$ cat src/design/rioc_pkg.sv
/*
 * Shared constants for the remote I/O conditioner: APB register map,
 * field layouts, input mode codes, output channel codes and timing.
 * Assumes a 125 MHz system clock and 32-bit APB data.
 */
package rioc_pkg;
    // ------------------------------------------------------------
    // sizes
    // ------------------------------------------------------------
    localparam int RIOC_NUM_IN = 10;
    localparam int RIOC_NUM_OUT = 16;
    localparam int RIOC_MODE_W = 4;
    localparam int RIOC_CHAN_W = 5;
    localparam int RIOC_SRC_W = 16;
    // ------------------------------------------------------------
    // register map (byte addresses)
    // ------------------------------------------------------------
    localparam logic [11:0] RIOC_CTRL_OFS = 12'h000;
    localparam logic [11:0] RIOC_PIN_OFS = 12'h004;
    localparam logic [11:0] RIOC_FUNC_OFS = 12'h008;
    localparam logic [11:0] RIOC_PULSE_OFS = 12'h00c;
    localparam logic [11:0] RIOC_POWER_OFS = 12'h010;
    localparam logic [11:0] RIOC_SRC_OFS = 12'h014;
    localparam logic [11:0] RIOC_OUTPIN_OFS = 12'h018;
    localparam logic [11:0] RIOC_EXEMPT_OFS = 12'h01c;
    localparam logic [11:0] RIOC_IMODE_OFS = 12'h040;
    localparam logic [11:0] RIOC_OCFG_OFS = 12'h080;
    // ------------------------------------------------------------
    // fields
    // ------------------------------------------------------------
    localparam int RIOC_CTRL_REN_BIT = 0;
    localparam int RIOC_OCFG_POL_BIT = 8;
    localparam int RIOC_POW_INC_BIT = 0;
    localparam int RIOC_POW_DEC_BIT = 1;
    localparam int RIOC_POW_STEP_BIT = 2;
    localparam int RIOC_POW_IDX_LSB = 4;
    // ------------------------------------------------------------
    // reset values
    // ------------------------------------------------------------
    localparam logic [RIOC_MODE_W-1:0] RIOC_IMODE_RST = 4'h0;
    localparam logic [RIOC_CHAN_W-1:0] RIOC_CHAN_RST = 5'h00;
    // ------------------------------------------------------------
    // input interpretation modes
    // ------------------------------------------------------------
    localparam logic [RIOC_MODE_W-1:0] RIOC_M_OFF = 4'h0;
    localparam logic [RIOC_MODE_W-1:0] RIOC_M_RISE_ON = 4'h1;
    localparam logic [RIOC_MODE_W-1:0] RIOC_M_FALL_ON = 4'h2;
    localparam logic [RIOC_MODE_W-1:0] RIOC_M_RISE_OFF = 4'h3;
    localparam logic [RIOC_MODE_W-1:0] RIOC_M_FALL_OFF = 4'h4;
    localparam logic [RIOC_MODE_W-1:0] RIOC_M_FALL_TOG = 4'h5;
    localparam logic [RIOC_MODE_W-1:0] RIOC_M_RISE_TOG = 4'h6;
    localparam logic [RIOC_MODE_W-1:0] RIOC_M_RISE_ONOFF = 4'h7;
    localparam logic [RIOC_MODE_W-1:0] RIOC_M_FALL_ONOFF = 4'h8;
    localparam logic [RIOC_MODE_W-1:0] RIOC_M_HI_INC = 4'h9;
    localparam logic [RIOC_MODE_W-1:0] RIOC_M_LO_INC = 4'ha;
    localparam logic [RIOC_MODE_W-1:0] RIOC_M_HI_DEC = 4'hb;
    localparam logic [RIOC_MODE_W-1:0] RIOC_M_LO_DEC = 4'hc;
    // ------------------------------------------------------------
    // output channels: 0 none, 1 remote enable, 2..17 source bus
    // ------------------------------------------------------------
    localparam logic [RIOC_CHAN_W-1:0] RIOC_CH_NONE = 5'h00;
    localparam logic [RIOC_CHAN_W-1:0] RIOC_CH_REMOTE = 5'h01;
    localparam logic [RIOC_CHAN_W-1:0] RIOC_CH_SRC0 = 5'h02;
    // ------------------------------------------------------------
    // timing
    // ------------------------------------------------------------
    localparam int RIOC_CLK_HZ = 125000000;
    localparam int RIOC_REPEAT_MS = 500;
    localparam int RIOC_REPEAT_CYC = RIOC_CLK_HZ / 1000 * RIOC_REPEAT_MS;
endpackage

$ cat src/design/rioc_top.sv
/*
 * Remote I/O conditioner: ten conditioned remote inputs driving function
 * states, pulses and power step requests, and sixteen open-collector
 * remote outputs mapped to status sources. Registers over APB.
 * Assumes input pins are synchronous in name only (two-stage sync inside),
 * and that status/alarm sources arrive as a level bus on clk_sys.
 */
`timescale 1ns/1ps

// Notes on behaviour
// - ten remote inputs, each with its own interpretation mode
// - rising-on: rising edge activates, or pulses a reset
// - falling-on: falling edge activates, or pulses a reset
// - rising-off: rising edge deactivates the function
// - falling-off: falling edge deactivates the function
// - falling-toggle: each falling edge flips the function state
// - rising-toggle: each rising edge flips the function state
// - rise-on/fall-off: function follows the input level
// - fall-on/rise-off: function follows the inverted input level
// - high level requests increase or holds preset while present
// - low level requests increase or holds preset while present
// - high level requests power decrease while present
// - low level requests power decrease while present
// - inputs ignored unless remote enabled, except exempt ones
// - sixteen outputs, each selecting one source or none
// - unassigned output monitors nothing
// - remote-enable output low when enabled, inactive when disabled
// - active preset output low, other preset outputs released
// - active exciter output low, other exciter output released
// - alarm-mapped output active while the alarm is present
// - audio-activity output low while its selected path is active
// - each output has a polarity choosing low meaning true or false
// - held power input repeats a 1% step every half second
// - several power inputs active: lowest index wins
module rioc_top
    import rioc_pkg::*;
#(
    parameter int REPEAT_CYC = RIOC_REPEAT_CYC
) (
    input wire logic clk_sys,
    input wire logic resetn,
    input wire logic [11:0] paddr,
    input wire logic psel,
    input wire logic penable,
    input wire logic pwrite,
    input wire logic [31:0] pwdata,
    output logic [31:0] prdata,
    output logic pready,
    output logic pslverr,
    input wire logic [RIOC_NUM_IN-1:0] remote_in,
    input wire logic [RIOC_SRC_W-1:0] status_src,
    output logic [RIOC_NUM_IN-1:0] func_active,
    output logic [RIOC_NUM_IN-1:0] func_pulse,
    output logic power_inc,
    output logic power_dec,
    output logic power_step,
    output logic [RIOC_NUM_OUT-1:0] remote_out_o,
    output logic [RIOC_NUM_OUT-1:0] remote_out_oe
);
    // ------------------------------------------------------------
    // declarations
    // ------------------------------------------------------------
    typedef enum logic [1:0] {
        RIOC_PW_IDLE = 2'b01,
        RIOC_PW_HOLD = 2'b10
    } rioc_pw_type;

    logic [RIOC_NUM_IN-1:0] sync1_r;
    logic [RIOC_NUM_IN-1:0] sync2_r;
    logic [RIOC_NUM_IN-1:0] prev_r;
    logic [RIOC_NUM_IN-1:0] exempt_r;
    logic [RIOC_NUM_IN-1:0] func_r;
    logic [RIOC_NUM_IN-1:0] func_nxt;
    logic [RIOC_NUM_IN-1:0] pulse_r;
    logic [RIOC_NUM_IN-1:0] pulse_nxt;
    logic [RIOC_NUM_IN-1:0] inc_req;
    logic [RIOC_NUM_IN-1:0] dec_req;
    logic [RIOC_MODE_W-1:0] imode_r [RIOC_NUM_IN];
    logic [RIOC_CHAN_W-1:0] chan_r [RIOC_NUM_OUT];
    logic [RIOC_NUM_OUT-1:0] pol_r;
    logic [RIOC_NUM_OUT-1:0] drive_low;
    logic ren_r;
    logic [31:0] rd_nxt;
    logic wr_en;
    logic rd_en;
    rioc_pw_type pw_state_r;
    logic [31:0] pw_cnt_r;
    logic pw_any;
    logic pw_is_inc;
    logic [3:0] pw_idx;
    logic pw_inc_r;
    logic pw_dec_r;
    logic pw_step_r;
    logic [3:0] pw_idx_r;

    // true when the address selects entry idx of an array block
    function automatic logic rioc_hit(input logic [11:0] a,
                                      input logic [11:0] base,
                                      input int idx);
        rioc_hit = (a == base + 12'(idx * 4));
    endfunction

    // ------------------------------------------------------------
    // apb slave
    // ------------------------------------------------------------
    assign wr_en = psel & penable & pwrite;
    assign rd_en = psel & ~penable & ~pwrite; // setup cycle of a read
    assign pready = 1'b1;

    // read mux; unmapped addresses read zero with an error
    always_comb begin
        rd_nxt = 32'h0000_0000;
        pslverr = 1'b0;
        if (paddr == RIOC_CTRL_OFS) begin
            rd_nxt[RIOC_CTRL_REN_BIT] = ren_r;
        end else if (paddr == RIOC_PIN_OFS) begin
            rd_nxt[RIOC_NUM_IN-1:0] = sync2_r;
        end else if (paddr == RIOC_FUNC_OFS) begin
            rd_nxt[RIOC_NUM_IN-1:0] = func_r;
        end else if (paddr == RIOC_PULSE_OFS) begin
            rd_nxt[RIOC_NUM_IN-1:0] = pulse_r;
        end else if (paddr == RIOC_POWER_OFS) begin
            rd_nxt[RIOC_POW_INC_BIT] = pw_inc_r;
            rd_nxt[RIOC_POW_DEC_BIT] = pw_dec_r;
            rd_nxt[RIOC_POW_STEP_BIT] = pw_step_r;
            rd_nxt[RIOC_POW_IDX_LSB +: 4] = pw_idx_r;
        end else if (paddr == RIOC_SRC_OFS) begin
            rd_nxt[RIOC_SRC_W-1:0] = status_src;
        end else if (paddr == RIOC_OUTPIN_OFS) begin
            rd_nxt[RIOC_NUM_OUT-1:0] = ~drive_low;
        end else if (paddr == RIOC_EXEMPT_OFS) begin
            rd_nxt[RIOC_NUM_IN-1:0] = exempt_r;
        end else begin
            pslverr = psel & penable;
            for (int i = 0; i < RIOC_NUM_IN; i++) begin
                if (rioc_hit(paddr, RIOC_IMODE_OFS, i)) begin
                    rd_nxt[RIOC_MODE_W-1:0] = imode_r[i];
                    pslverr = 1'b0;
                end
            end
            for (int j = 0; j < RIOC_NUM_OUT; j++) begin
                if (rioc_hit(paddr, RIOC_OCFG_OFS, j)) begin
                    rd_nxt[RIOC_CHAN_W-1:0] = chan_r[j];
                    rd_nxt[RIOC_OCFG_POL_BIT] = pol_r[j];
                    pslverr = 1'b0;
                end
            end
        end
    end

    // read data register, loaded in setup so it stands through access
    always_ff @(posedge clk_sys or negedge resetn) begin
        if (!resetn) begin
            prdata <= 32'h0000_0000;
        end else if (rd_en) begin
            prdata <= rd_nxt;
        end
    end

    // local control: remote enable and exemption mask
    always_ff @(posedge clk_sys or negedge resetn) begin
        if (!resetn) begin
            ren_r <= 1'b0;
            exempt_r <= '0;
        end else if (wr_en && paddr == RIOC_CTRL_OFS) begin
            ren_r <= pwdata[RIOC_CTRL_REN_BIT];
        end else if (wr_en && paddr == RIOC_EXEMPT_OFS) begin
            exempt_r <= pwdata[RIOC_NUM_IN-1:0];
        end
    end

    // per-input mode and per-output channel/polarity storage
    generate
        for (genvar gi = 0; gi < RIOC_NUM_IN; gi++) begin : g_imode
            always_ff @(posedge clk_sys or negedge resetn) begin
                if (!resetn) begin
                    imode_r[gi] <= RIOC_IMODE_RST;
                end else if (wr_en && rioc_hit(paddr, RIOC_IMODE_OFS, gi)) begin
                    imode_r[gi] <= pwdata[RIOC_MODE_W-1:0];
                end
            end
        end
        for (genvar go = 0; go < RIOC_NUM_OUT; go++) begin : g_ocfg
            always_ff @(posedge clk_sys or negedge resetn) begin
                if (!resetn) begin
                    chan_r[go] <= RIOC_CHAN_RST;
                    pol_r[go] <= 1'b0;
                end else if (wr_en && rioc_hit(paddr, RIOC_OCFG_OFS, go)) begin
                    chan_r[go] <= pwdata[RIOC_CHAN_W-1:0];
                    pol_r[go] <= pwdata[RIOC_OCFG_POL_BIT];
                end
            end
        end
    endgenerate

    // ------------------------------------------------------------
    // input conditioning
    // ------------------------------------------------------------
    // two-stage synchroniser, then previous-level store for edges
    always_ff @(posedge clk_sys or negedge resetn) begin
        if (!resetn) begin
            sync1_r <= '0;
            sync2_r <= '0;
            prev_r <= '0;
        end else begin
            sync1_r <= remote_in;
            sync2_r <= sync1_r;
            prev_r <= sync2_r;
        end
    end

    // mode decode; gated inputs leave state untouched
    always_comb begin
        func_nxt = func_r;
        pulse_nxt = '0;
        inc_req = '0;
        dec_req = '0;
        for (int i = 0; i < RIOC_NUM_IN; i++) begin
            if (ren_r || exempt_r[i]) begin
                case (imode_r[i])
                    RIOC_M_RISE_ON: begin
                        if (sync2_r[i] && !prev_r[i]) begin
                            func_nxt[i] = 1'b1;
                            pulse_nxt[i] = 1'b1;
                        end
                    end
                    RIOC_M_FALL_ON: begin
                        if (!sync2_r[i] && prev_r[i]) begin
                            func_nxt[i] = 1'b1;
                            pulse_nxt[i] = 1'b1;
                        end
                    end
                    RIOC_M_RISE_OFF: begin
                        if (sync2_r[i] && !prev_r[i]) begin
                            func_nxt[i] = 1'b0;
                        end
                    end
                    RIOC_M_FALL_OFF: begin
                        if (!sync2_r[i] && prev_r[i]) begin
                            func_nxt[i] = 1'b0;
                        end
                    end
                    RIOC_M_FALL_TOG: begin
                        if (!sync2_r[i] && prev_r[i]) begin
                            func_nxt[i] = ~func_r[i];
                        end
                    end
                    RIOC_M_RISE_TOG: begin
                        if (sync2_r[i] && !prev_r[i]) begin
                            func_nxt[i] = ~func_r[i];
                        end
                    end
                    RIOC_M_RISE_ONOFF: func_nxt[i] = sync2_r[i];
                    RIOC_M_FALL_ONOFF: func_nxt[i] = ~sync2_r[i];
                    RIOC_M_HI_INC: begin
                        inc_req[i] = sync2_r[i];
                        func_nxt[i] = sync2_r[i];
                    end
                    RIOC_M_LO_INC: begin
                        inc_req[i] = ~sync2_r[i];
                        func_nxt[i] = ~sync2_r[i];
                    end
                    RIOC_M_HI_DEC: dec_req[i] = sync2_r[i];
                    RIOC_M_LO_DEC: dec_req[i] = ~sync2_r[i];
                    default: func_nxt[i] = 1'b0;
                endcase
            end
        end
    end

    // function state and one-cycle activation pulses
    always_ff @(posedge clk_sys or negedge resetn) begin
        if (!resetn) begin
            func_r <= '0;
            pulse_r <= '0;
        end else begin
            func_r <= func_nxt;
            pulse_r <= pulse_nxt;
        end
    end
    assign func_active = func_r;
    assign func_pulse = pulse_r;

    // ------------------------------------------------------------
    // power step repeat
    // ------------------------------------------------------------
    // lowest-index active power input wins
    always_comb begin
        pw_any = 1'b0;
        pw_is_inc = 1'b0;
        pw_idx = 4'h0;
        for (int i = RIOC_NUM_IN - 1; i >= 0; i--) begin
            if (inc_req[i] || dec_req[i]) begin
                pw_any = 1'b1;
                pw_is_inc = inc_req[i];
                pw_idx = 4'(i);
            end
        end
    end

    // first step at once, then one step per repeat interval
    always_ff @(posedge clk_sys or negedge resetn) begin
        if (!resetn) begin
            pw_state_r <= RIOC_PW_IDLE;
            pw_cnt_r <= 32'h0000_0000;
            pw_step_r <= 1'b0;
            pw_inc_r <= 1'b0;
            pw_dec_r <= 1'b0;
            pw_idx_r <= 4'h0;
        end else begin
            pw_step_r <= 1'b0;
            pw_inc_r <= pw_any & pw_is_inc;
            pw_dec_r <= pw_any & ~pw_is_inc;
            pw_idx_r <= pw_idx;
            case (pw_state_r)
                RIOC_PW_IDLE: begin
                    if (pw_any) begin
                        pw_step_r <= 1'b1;
                        pw_cnt_r <= 32'h0000_0000;
                        pw_state_r <= RIOC_PW_HOLD;
                    end
                end
                RIOC_PW_HOLD: begin
                    if (!pw_any) begin
                        pw_state_r <= RIOC_PW_IDLE;
                    end else if (pw_cnt_r == 32'(REPEAT_CYC - 1)) begin
                        pw_step_r <= 1'b1;
                        pw_cnt_r <= 32'h0000_0000;
                    end else begin
                        pw_cnt_r <= pw_cnt_r + 32'h0000_0001;
                    end
                end
                default: pw_state_r <= RIOC_PW_IDLE;
            endcase
        end
    end
    assign power_inc = pw_inc_r;
    assign power_dec = pw_dec_r;
    assign power_step = pw_step_r;

    // ------------------------------------------------------------
    // outputs: open collector, low drive asserts
    // ------------------------------------------------------------
    // condition per channel, polarity, then release when unassigned
    always_comb begin
        for (int j = 0; j < RIOC_NUM_OUT; j++) begin
            if (chan_r[j] == RIOC_CH_NONE) begin
                drive_low[j] = 1'b0;
            end else if (chan_r[j] == RIOC_CH_REMOTE) begin
                drive_low[j] = ren_r ^ pol_r[j];
            end else if (chan_r[j] < RIOC_CH_SRC0 + 5'(RIOC_SRC_W)) begin
                // presets, exciters, alarms, audio paths
                drive_low[j] = status_src[4'(chan_r[j] - RIOC_CH_SRC0)]
                    ^ pol_r[j];
            end else begin
                drive_low[j] = 1'b0;
            end
        end
    end

    // registered pin drive; value always low, enable does the work
    always_ff @(posedge clk_sys or negedge resetn) begin
        if (!resetn) begin
            remote_out_oe <= '0;
        end else begin
            remote_out_oe <= drive_low;
        end
    end
    assign remote_out_o = '0;

endmodule // rioc_top

$ cat config.mk
export PLATFORM = sky130hd
export DESIGN_NAME = rioc_top
export DESIGN_NICKNAME = d
export VERILOG_FILES = /design/src/design/rioc_pkg.sv /design/src/design/rioc_top.sv
export SDC_FILE = /design/constraint.sdc
export NUM_CORES = 1
export LEC_CHECK = 0
export ABC_CLOCK_PERIOD_IN_PS = 3200
export BUFFER_PORTS_ARGS = -buffer_cell sky130_fd_sc_hd__buf_4
export CELL_PAD_IN_SITES_DETAIL_PLACEMENT = 1
export CELL_PAD_IN_SITES_GLOBAL_PLACEMENT = 2
export CORE_MARGIN = 2
export CORE_UTILIZATION = 40
export CTS_BUF_LIST = sky130_fd_sc_hd__clkbuf_16
export DETAILED_ROUTE_END_ITERATION = 12
export PLACE_DENSITY_LB_ADDON = 0.1
export SLEW_MARGIN = 20
export SYNTH_ARGS = -nofsm -noshare
export SYNTH_HDL_FRONTEND = slang
export SYNTH_SLANG_ARGS = --single-unit
$ cat constraint.sdc
create_clock -name clk_sys -period 3.2 [get_ports clk_sys]
set_input_delay 0.32 -clock clk_sys [delete_from_list [all_inputs] [get_ports clk_sys]]
set_output_delay 0.32 -clock clk_sys [all_outputs]
set_load 0.05 [all_outputs]
==> flow_metrics.tcl, run 1 <==
set metrics [dict create \
    critPathMaxStageDelay_ns 0.65 \
    root_buffer "clkbuf_16" \
    internal_power_uw 6160 \
    core_um2 47800 \
    first_pass_iters 5 \
    ys_seq_area_share_pct 34.7 \
    mappedNetlistArea_um2 19500 \
    antenna_found_initial 2 \
    synth-edff-count 0 \
    slew_violations 0 \
    max_freq_ghz 0.340 \
    crit_path_cell_trace "buf_4 > o21a_1 > o21ai_0 > a311o_1 > a2111oi_1 > a211oi_1 > a221oi_1 > nor2_1" \
    grtUsageTotal_pct 30.4 \
    overflow 0 \
    synth-seq-cells 270 \
    ys_top_cells_by_count "dfrtp_1, mux2_2, nand2_1" \
    yosys.area.top_type "dfrtp_1" \
    ys.warnings.count 0 \
    place_ws_ns 0.130 \
    startpoint_type "flop" \
    fin_util_pct 47.1 \
    fin_skew_ns 0.0207 \
    routabilityCongestion 0.958 \
    switching_power_uw 2190 \
    numCtsBuffers 35 \
    fp.dieW_um 225 \
    pwr-share-clk_pct 49.0 \
    routed_wl_um 76800 \
    finalCritPeriodShare_pct 91.9 \
    nets 2207 \
    ys.flop_type "dfrtp_1" \
    design.die.area_um2 50400 \
    p_total_uw 8350 \
    hpwl_um 55500 \
    hold_viol 0 \
    ios 164 \
    portBuffers 108 \
    synth_cells 1992 \
    crit_required_ns 3.62 \
    hold_path.class "primary input to flop" \
    worstSetupPathType "flop to flop" \
    clock_sinks 270 \
    cp_num_buf_inv 1 \
    post-synth-top-area-fraction_pct 34.6 \
    cts_tree "built" \
    drive_gt1_share_pct 24.1 \
    grt_pass1_vias 17800 \
    power_density_nw_per_um2 371 \
    period_minus_slack_ns 2.94 \
    switching_share_pct 26.3 \
    tns_ns 0 \
    start_util_pct 40.7 \
    ant_nets 0 \
    crit_arrival_ns 3.36 \
    htree_levels 2 \
    crit_path_end_kind "flop" \
    avgSynthCellArea_um2 9.77 \
    critPathLaunch "ren_r" \
    tightest_slew_ns 0.874 \
    crit_slowest_cell "dfrtp_2" \
    r2r-start "ren_r" \
    die_y_um 225 \
    setup_violations 0 \
    vdd_drop_max_v 0.000476 \
    drv_cap 0 \
    rsz0062_at_grt "no" \
    r2r_setup_slack_ns 0.26 \
    comb_power_share_pct 9.5 \
    synth.most_common_cell "dfrtp_1" \
    drt_iter0_drc 1508 \
    wl_per_cell_um 27.9 \
    cts_setup_buffers 0 \
    num_vias 17400 \
    reg2reg_depth 8 \
    synthArstFlopShare_pct 100 \
    seqPwrFrac_pct 41.6 \
    rows 80 \
    clockBufferDepth 3 \
    cts.clk_slew.worst_paths_ns 0.06 \
    grt_start_max_net_pins 89 \
    fin_ws_ns 0.258 \
    drcViolationCount 0 \
    syn_to_final_growth_pct 15.9 \
    status "finished clean" \
    grt_pass1_wl_um 115000 \
    critPathTopFamily "compound AO/OA/AOI/OAI gates" \
    slew_headroom_pct 40.3 \
    timing.rr.end "power_inc" \
    p_leak_uw 0.00965 \
    via_per_inst 6.33 \
    holdWs_ns 0.0179 \
    cp-endpoint "power_inc" \
    crit_cells 8 \
    path_max_fanout 19 \
    ys_types 104 \
    ys_top_cells_by_area "dfrtp_1, mux2_2, mux4_1" \
    clk_latency_ns 0.55 \
]
## kinds of logic after synthesis
logic type	Yosys count	synth area share, %
adder cells (fa/ha/maj)	19	1.22
flip-flops	270	34.7
buffers and inverters	278	6.68
AND/OR/NAND/NOR	631	18.0
multiplexers	269	21.1
XOR/XNOR	34	1.53
other	2	0.0386
AO/OA/AOI/OAI	489	16.7
## layer usage
metal  GRT usage [%]  share of wire [%]  vias up
met5               0              0.017        -
met4            11.8                3.8        2
met3            4.19                5.8      152
met2            50.5                 47      654
met1            40.4                 43     8919
li1                -                  -     7697
## worst min-delay path by stage
| stage | from | endpoint | slack [ns] | cells after the start |
|---|---|---|---|---|
| after floorplan | resetn | chan_r[0] | 0.02 | 0 |
| after CTS | pwdata[6] | exempt_r[6] | 0.0003 | 2 |
| after global placement | sync1_r[5] | sync2_r[5] | 0.33 | 0 |
| final | pwdata[6] | exempt_r[6] | 0.02 | 2 |
| after global routing | pwdata[6] | exempt_r[6] | 0.02 | 2 |
| after detailed placement | resetn | remote_out_oe[0] | 0.34 | 1 |
## flip-flops by register name, indices dropped and copies added, names as in the netlist, 16 cells and up
name / cells
remote_out_oe: 16
chan_r: 80
pw_cnt_r: 32
imode_r: 40
prdata: 16
pol_r: 16
## placed cells by master (no fill, tap or decap), types with 20 or more instances in the layout
master	count
nand3_1	36
nor2b_1	43
nand3b_1	25
clkbuf_16	37
mux4_1	61
a21oi_1	92
nor3_1	49
nand2b_1	44
mux2i_1	33
nand2_1	144
or3_1	20
nor4_1	28
a31oi_1	30
dfrtp_1	268
buf_4	243
inv_1	72
o21ai_0	112
mux2_2	157
conb_1	33
nor2_1	117
a211oi_1	30
a22oi_1	35
## cell type report
| class | count | area, µm² |
|---|---|---|
| inverters | 71 | 267 |
| fillers | 5324 | 25300 |
| multi-input cells | 1475 | 11500 |
| flip-flops and latches | 270 | 6760 |
| repair buffers | 260 | 2040 |
| clock inverters | 23 | 236 |
| clock buffers | 37 | 926 |
| diodes | 1 | 2.50 |
| well taps | 615 | 769 |
## repair_timing
action | CTS | global route
hold endpoints to repair | 79 | 0
hold buffers | 12 | 0
setup endpoints to repair | 0 | 4
resized for setup | 0 | 2
## stage by stage
step / instances / instance area, µm²
detailed placement: 2679 / 21200
floorplan: 2023 / 19600
CTS: 2751 / 22500
global route: 2752 / 22500
finish: 2752 / 22500
global placement: 2679 / 21200
## power by group through the flow
stage	logic, µW	registers [µW]	clock network, µW
2_1_floorplan	435	3530	0
3_3_place_gp	755	3530	0
3_5_place_dp	767	3530	0
4_1_cts	780	3470	4180
5_1_grt	827	3470	4320
6_report	791	3470	4090
(Power assumes the default switching activity.)
==> run 2, diff against run 1 <==
- ABC_CLOCK_PERIOD_IN_PS: 3200 -> 3300
- CORE_UTILIZATION: 40 -> 39
- clock period: 3.2 -> 3.3 ns (I/O delays scaled with it)
==> run 2 against run 1 <==
Effect of this change: via count shrank 0.52%; clock skew grew 0.0014 ns; utilization is 2.0 points lower; global-route usage down 0.53 points; wire length about the same; cell count up 0.15%; highest routed layer unchanged.
==> flow_metrics.tcl, run 2 (same netlist as run 1, synthesis figures left out) <==
set metrics [dict create \
    drive_gt1_share_pct 22.2 \
    seq_area_um2 6760 \
    first_pass_iters 5 \
    routed_wl_um 76800 \
    grt_start_max_net_pins 95 \
    cts_tree "built" \
    rows 81 \
    vdd_drop_max_v 0.000319 \
    ios 164 \
    drt_iter0_drc 1524 \
    power_density_nw_per_um2 347 \
    crit_required_ns 2.97 \
    numCtsBuffers 35 \
    grt_pass1_wl_um 115000 \
    clockBufferDepth 3 \
    seqPwrFrac_pct 43.9 \
    via_per_inst 6.29 \
    reg_top3 "chan_r (80), imode_r (40), pw_cnt_r (32)" \
    switching_share_pct 27.6 \
    comb_power_share_pct 9.8 \
    switching_power_uw 2120 \
    grtUsageTotal_pct 29.9 \
    rsz0062_at_grt "no" \
    crit_path_cell_trace "buf_4 > and2_1 > a211oi_1 > a2111oi_0 > nand4_1 > a21oi_1 > buf_4" \
    wl_per_cell_um 27.9 \
    slew_headroom_pct 38.2 \
    htree_levels 2 \
    tightest_slew_ns 0.904 \
    crit_top_cell "buf_4" \
    die_y_um 227 \
    fin_ws_ns 0.302 \
    antenna_found_initial 3 \
    final_cell_mix "dfrtp_1, buf_4, mux2_2, nand2_1, nor2_1" \
    multi_input_area_um2 11500 \
    finalCritPeriodShare_pct 90.9 \
    ant_nets 0 \
    syn_to_final_growth_pct 13.8 \
    root_buffer "clkbuf_16" \
    num_vias 17300 \
    clock_sinks 270 \
    drcViolationCount 0 \
    cts.clk_slew.worst_paths_ns 0.06 \
    period_minus_slack_ns 3.00 \
    setup_violations 0 \
    grt_pass1_vias 17700 \
    slew_violations 0 \
    design.die.area_um2 51700 \
    crit_slowest_cell "and2_1" \
    crit_path_end_kind "output port" \
    fin_skew_ns 0.0221 \
    clk_latency_ns 0.56 \
    place_ws_ns 0.362 \
    tns_ns 0 \
    n_fill_cell 5537 \
    startpoint_type "primary input" \
    drv_cap 0 \
    p_leak_uw 0.00936 \
    internal_power_uw 5560 \
    critPathMaxStageDelay_ns 0.50 \
    pwr-share-clk_pct 46.3 \
    regMostFlops "chan_r" \
    portBuffers 108 \
    largest_register_ff_count 80 \
    cts_setup_buffers 0 \
    hold_path.class "primary input to flop" \
    path_max_fanout 33 \
    fp.dieW_um 227 \
    overflow 0 \
    status "finished clean" \
    max_freq_ghz 0.334 \
    nets 2160 \
    start_util_pct 39.7 \
    crit_arrival_ns 2.67 \
    hold_viol 0 \
    routabilityCongestion 0.960 \
    core_um2 49100 \
    hpwl_um 54700 \
    layout_commonest_cell "dfrtp_1" \
    worstSetupPathType "primary input to output port" \
]
==> run 2: cell count changes in the layout (fill, tap and decap cells not counted), sizes merged <==
| cell | change |
|---|---|
| buf | -49 |
| inv | +5 |
| bufinv | -4 |
| clkbuf | -2 |
| dlygate4sd3 | +2 |
| clkinv | +1 |
| clkinvlp | +1 |
| diode | +1 |
==> run 2: path summary, 6_finish.rpt <==
| kind | start | end | slack (ns) | cells after the start |
|---|---|---|---|---|
| max in group asynchronous | resetn | func_pulse[3] | 1.88 | 3 |
| hold reg to reg | sync1_r[6] | sync2_r[6] | 0.34 | 0 |
| hold / removal | pwdata[9] | exempt_r[9] | 0.04 | 2 |
| min in group asynchronous | resetn | remote_out_oe[0] | 0.44 | 2 |
| setup reg to reg | ren_r | pw_state_r[1] | 0.42 | 8 |
| setup / recovery | paddr[2] | pslverr | 0.30 | 7 |
==> run 2: metal layers <==
layer / vias to the layer above / track usage (%) / wire (µm)
li1: 7606 / - / -
met1: 8974 / 39.3 / 33200
met2: 588 / 49.2 / 36100
met3: 164 / 4.99 / 4320
met4: 2 / 11.8 / 3240
met5: - / 0 / 9
==> run 2: worst max-delay path: cells and delay by family <==
kind | cells | cell delay (ns)
compound gates | 3 | 0.96
buf+inv | 2 | 0.70
simple gates | 2 | 0.65
==> run 2: repair_timing <==
item                                   4_1_cts  5_1_grt
endpoints found under the hold margin      100        0
hold buffers                                14        0
resized for setup                            0        0
==> run 2: layout make-up <==
cell class | count | area share (%)
inverter | 71 | 1.20
clock buffer | 35 | 3.96
antenna | 2 | 0.0226
timing repair buffer | 213 | 7.76
clock inverter | 26 | 0.667
multi-input combinational | 1475 | 52.1
tap | 664 | 3.75
sequential | 270 | 30.5
==> run 2: stage by stage <==
step | util [%] | instance area (µm²) | hold slack, ns | total power [µW] | instances
final | 45.1 | 22100 | 0.0404 | 7680 | 2756
after CTS | 45.1 | 22100 | 0.0288 | 7750 | 2754
after detailed placement | 42.7 | 21000 | 0.336 | 4160 | 2679
after global routing | 45.1 | 22100 | 0.0434 | 7930 | 2756
after global placement | 42.7 | 21000 | 0.331 | 4150 | 2679
after floorplan | - | 19600 | 0.0344 | 3850 | 2023
==> run 2: power groups by stage <==
stage	Clock [µW]	Combinational, µW	Sequential, µW
floorplan	0	421	3430
global placement	0	715	3430
detailed placement	0	728	3430
CTS	3630	743	3370
global route	3760	793	3380
finish	3550	753	3370
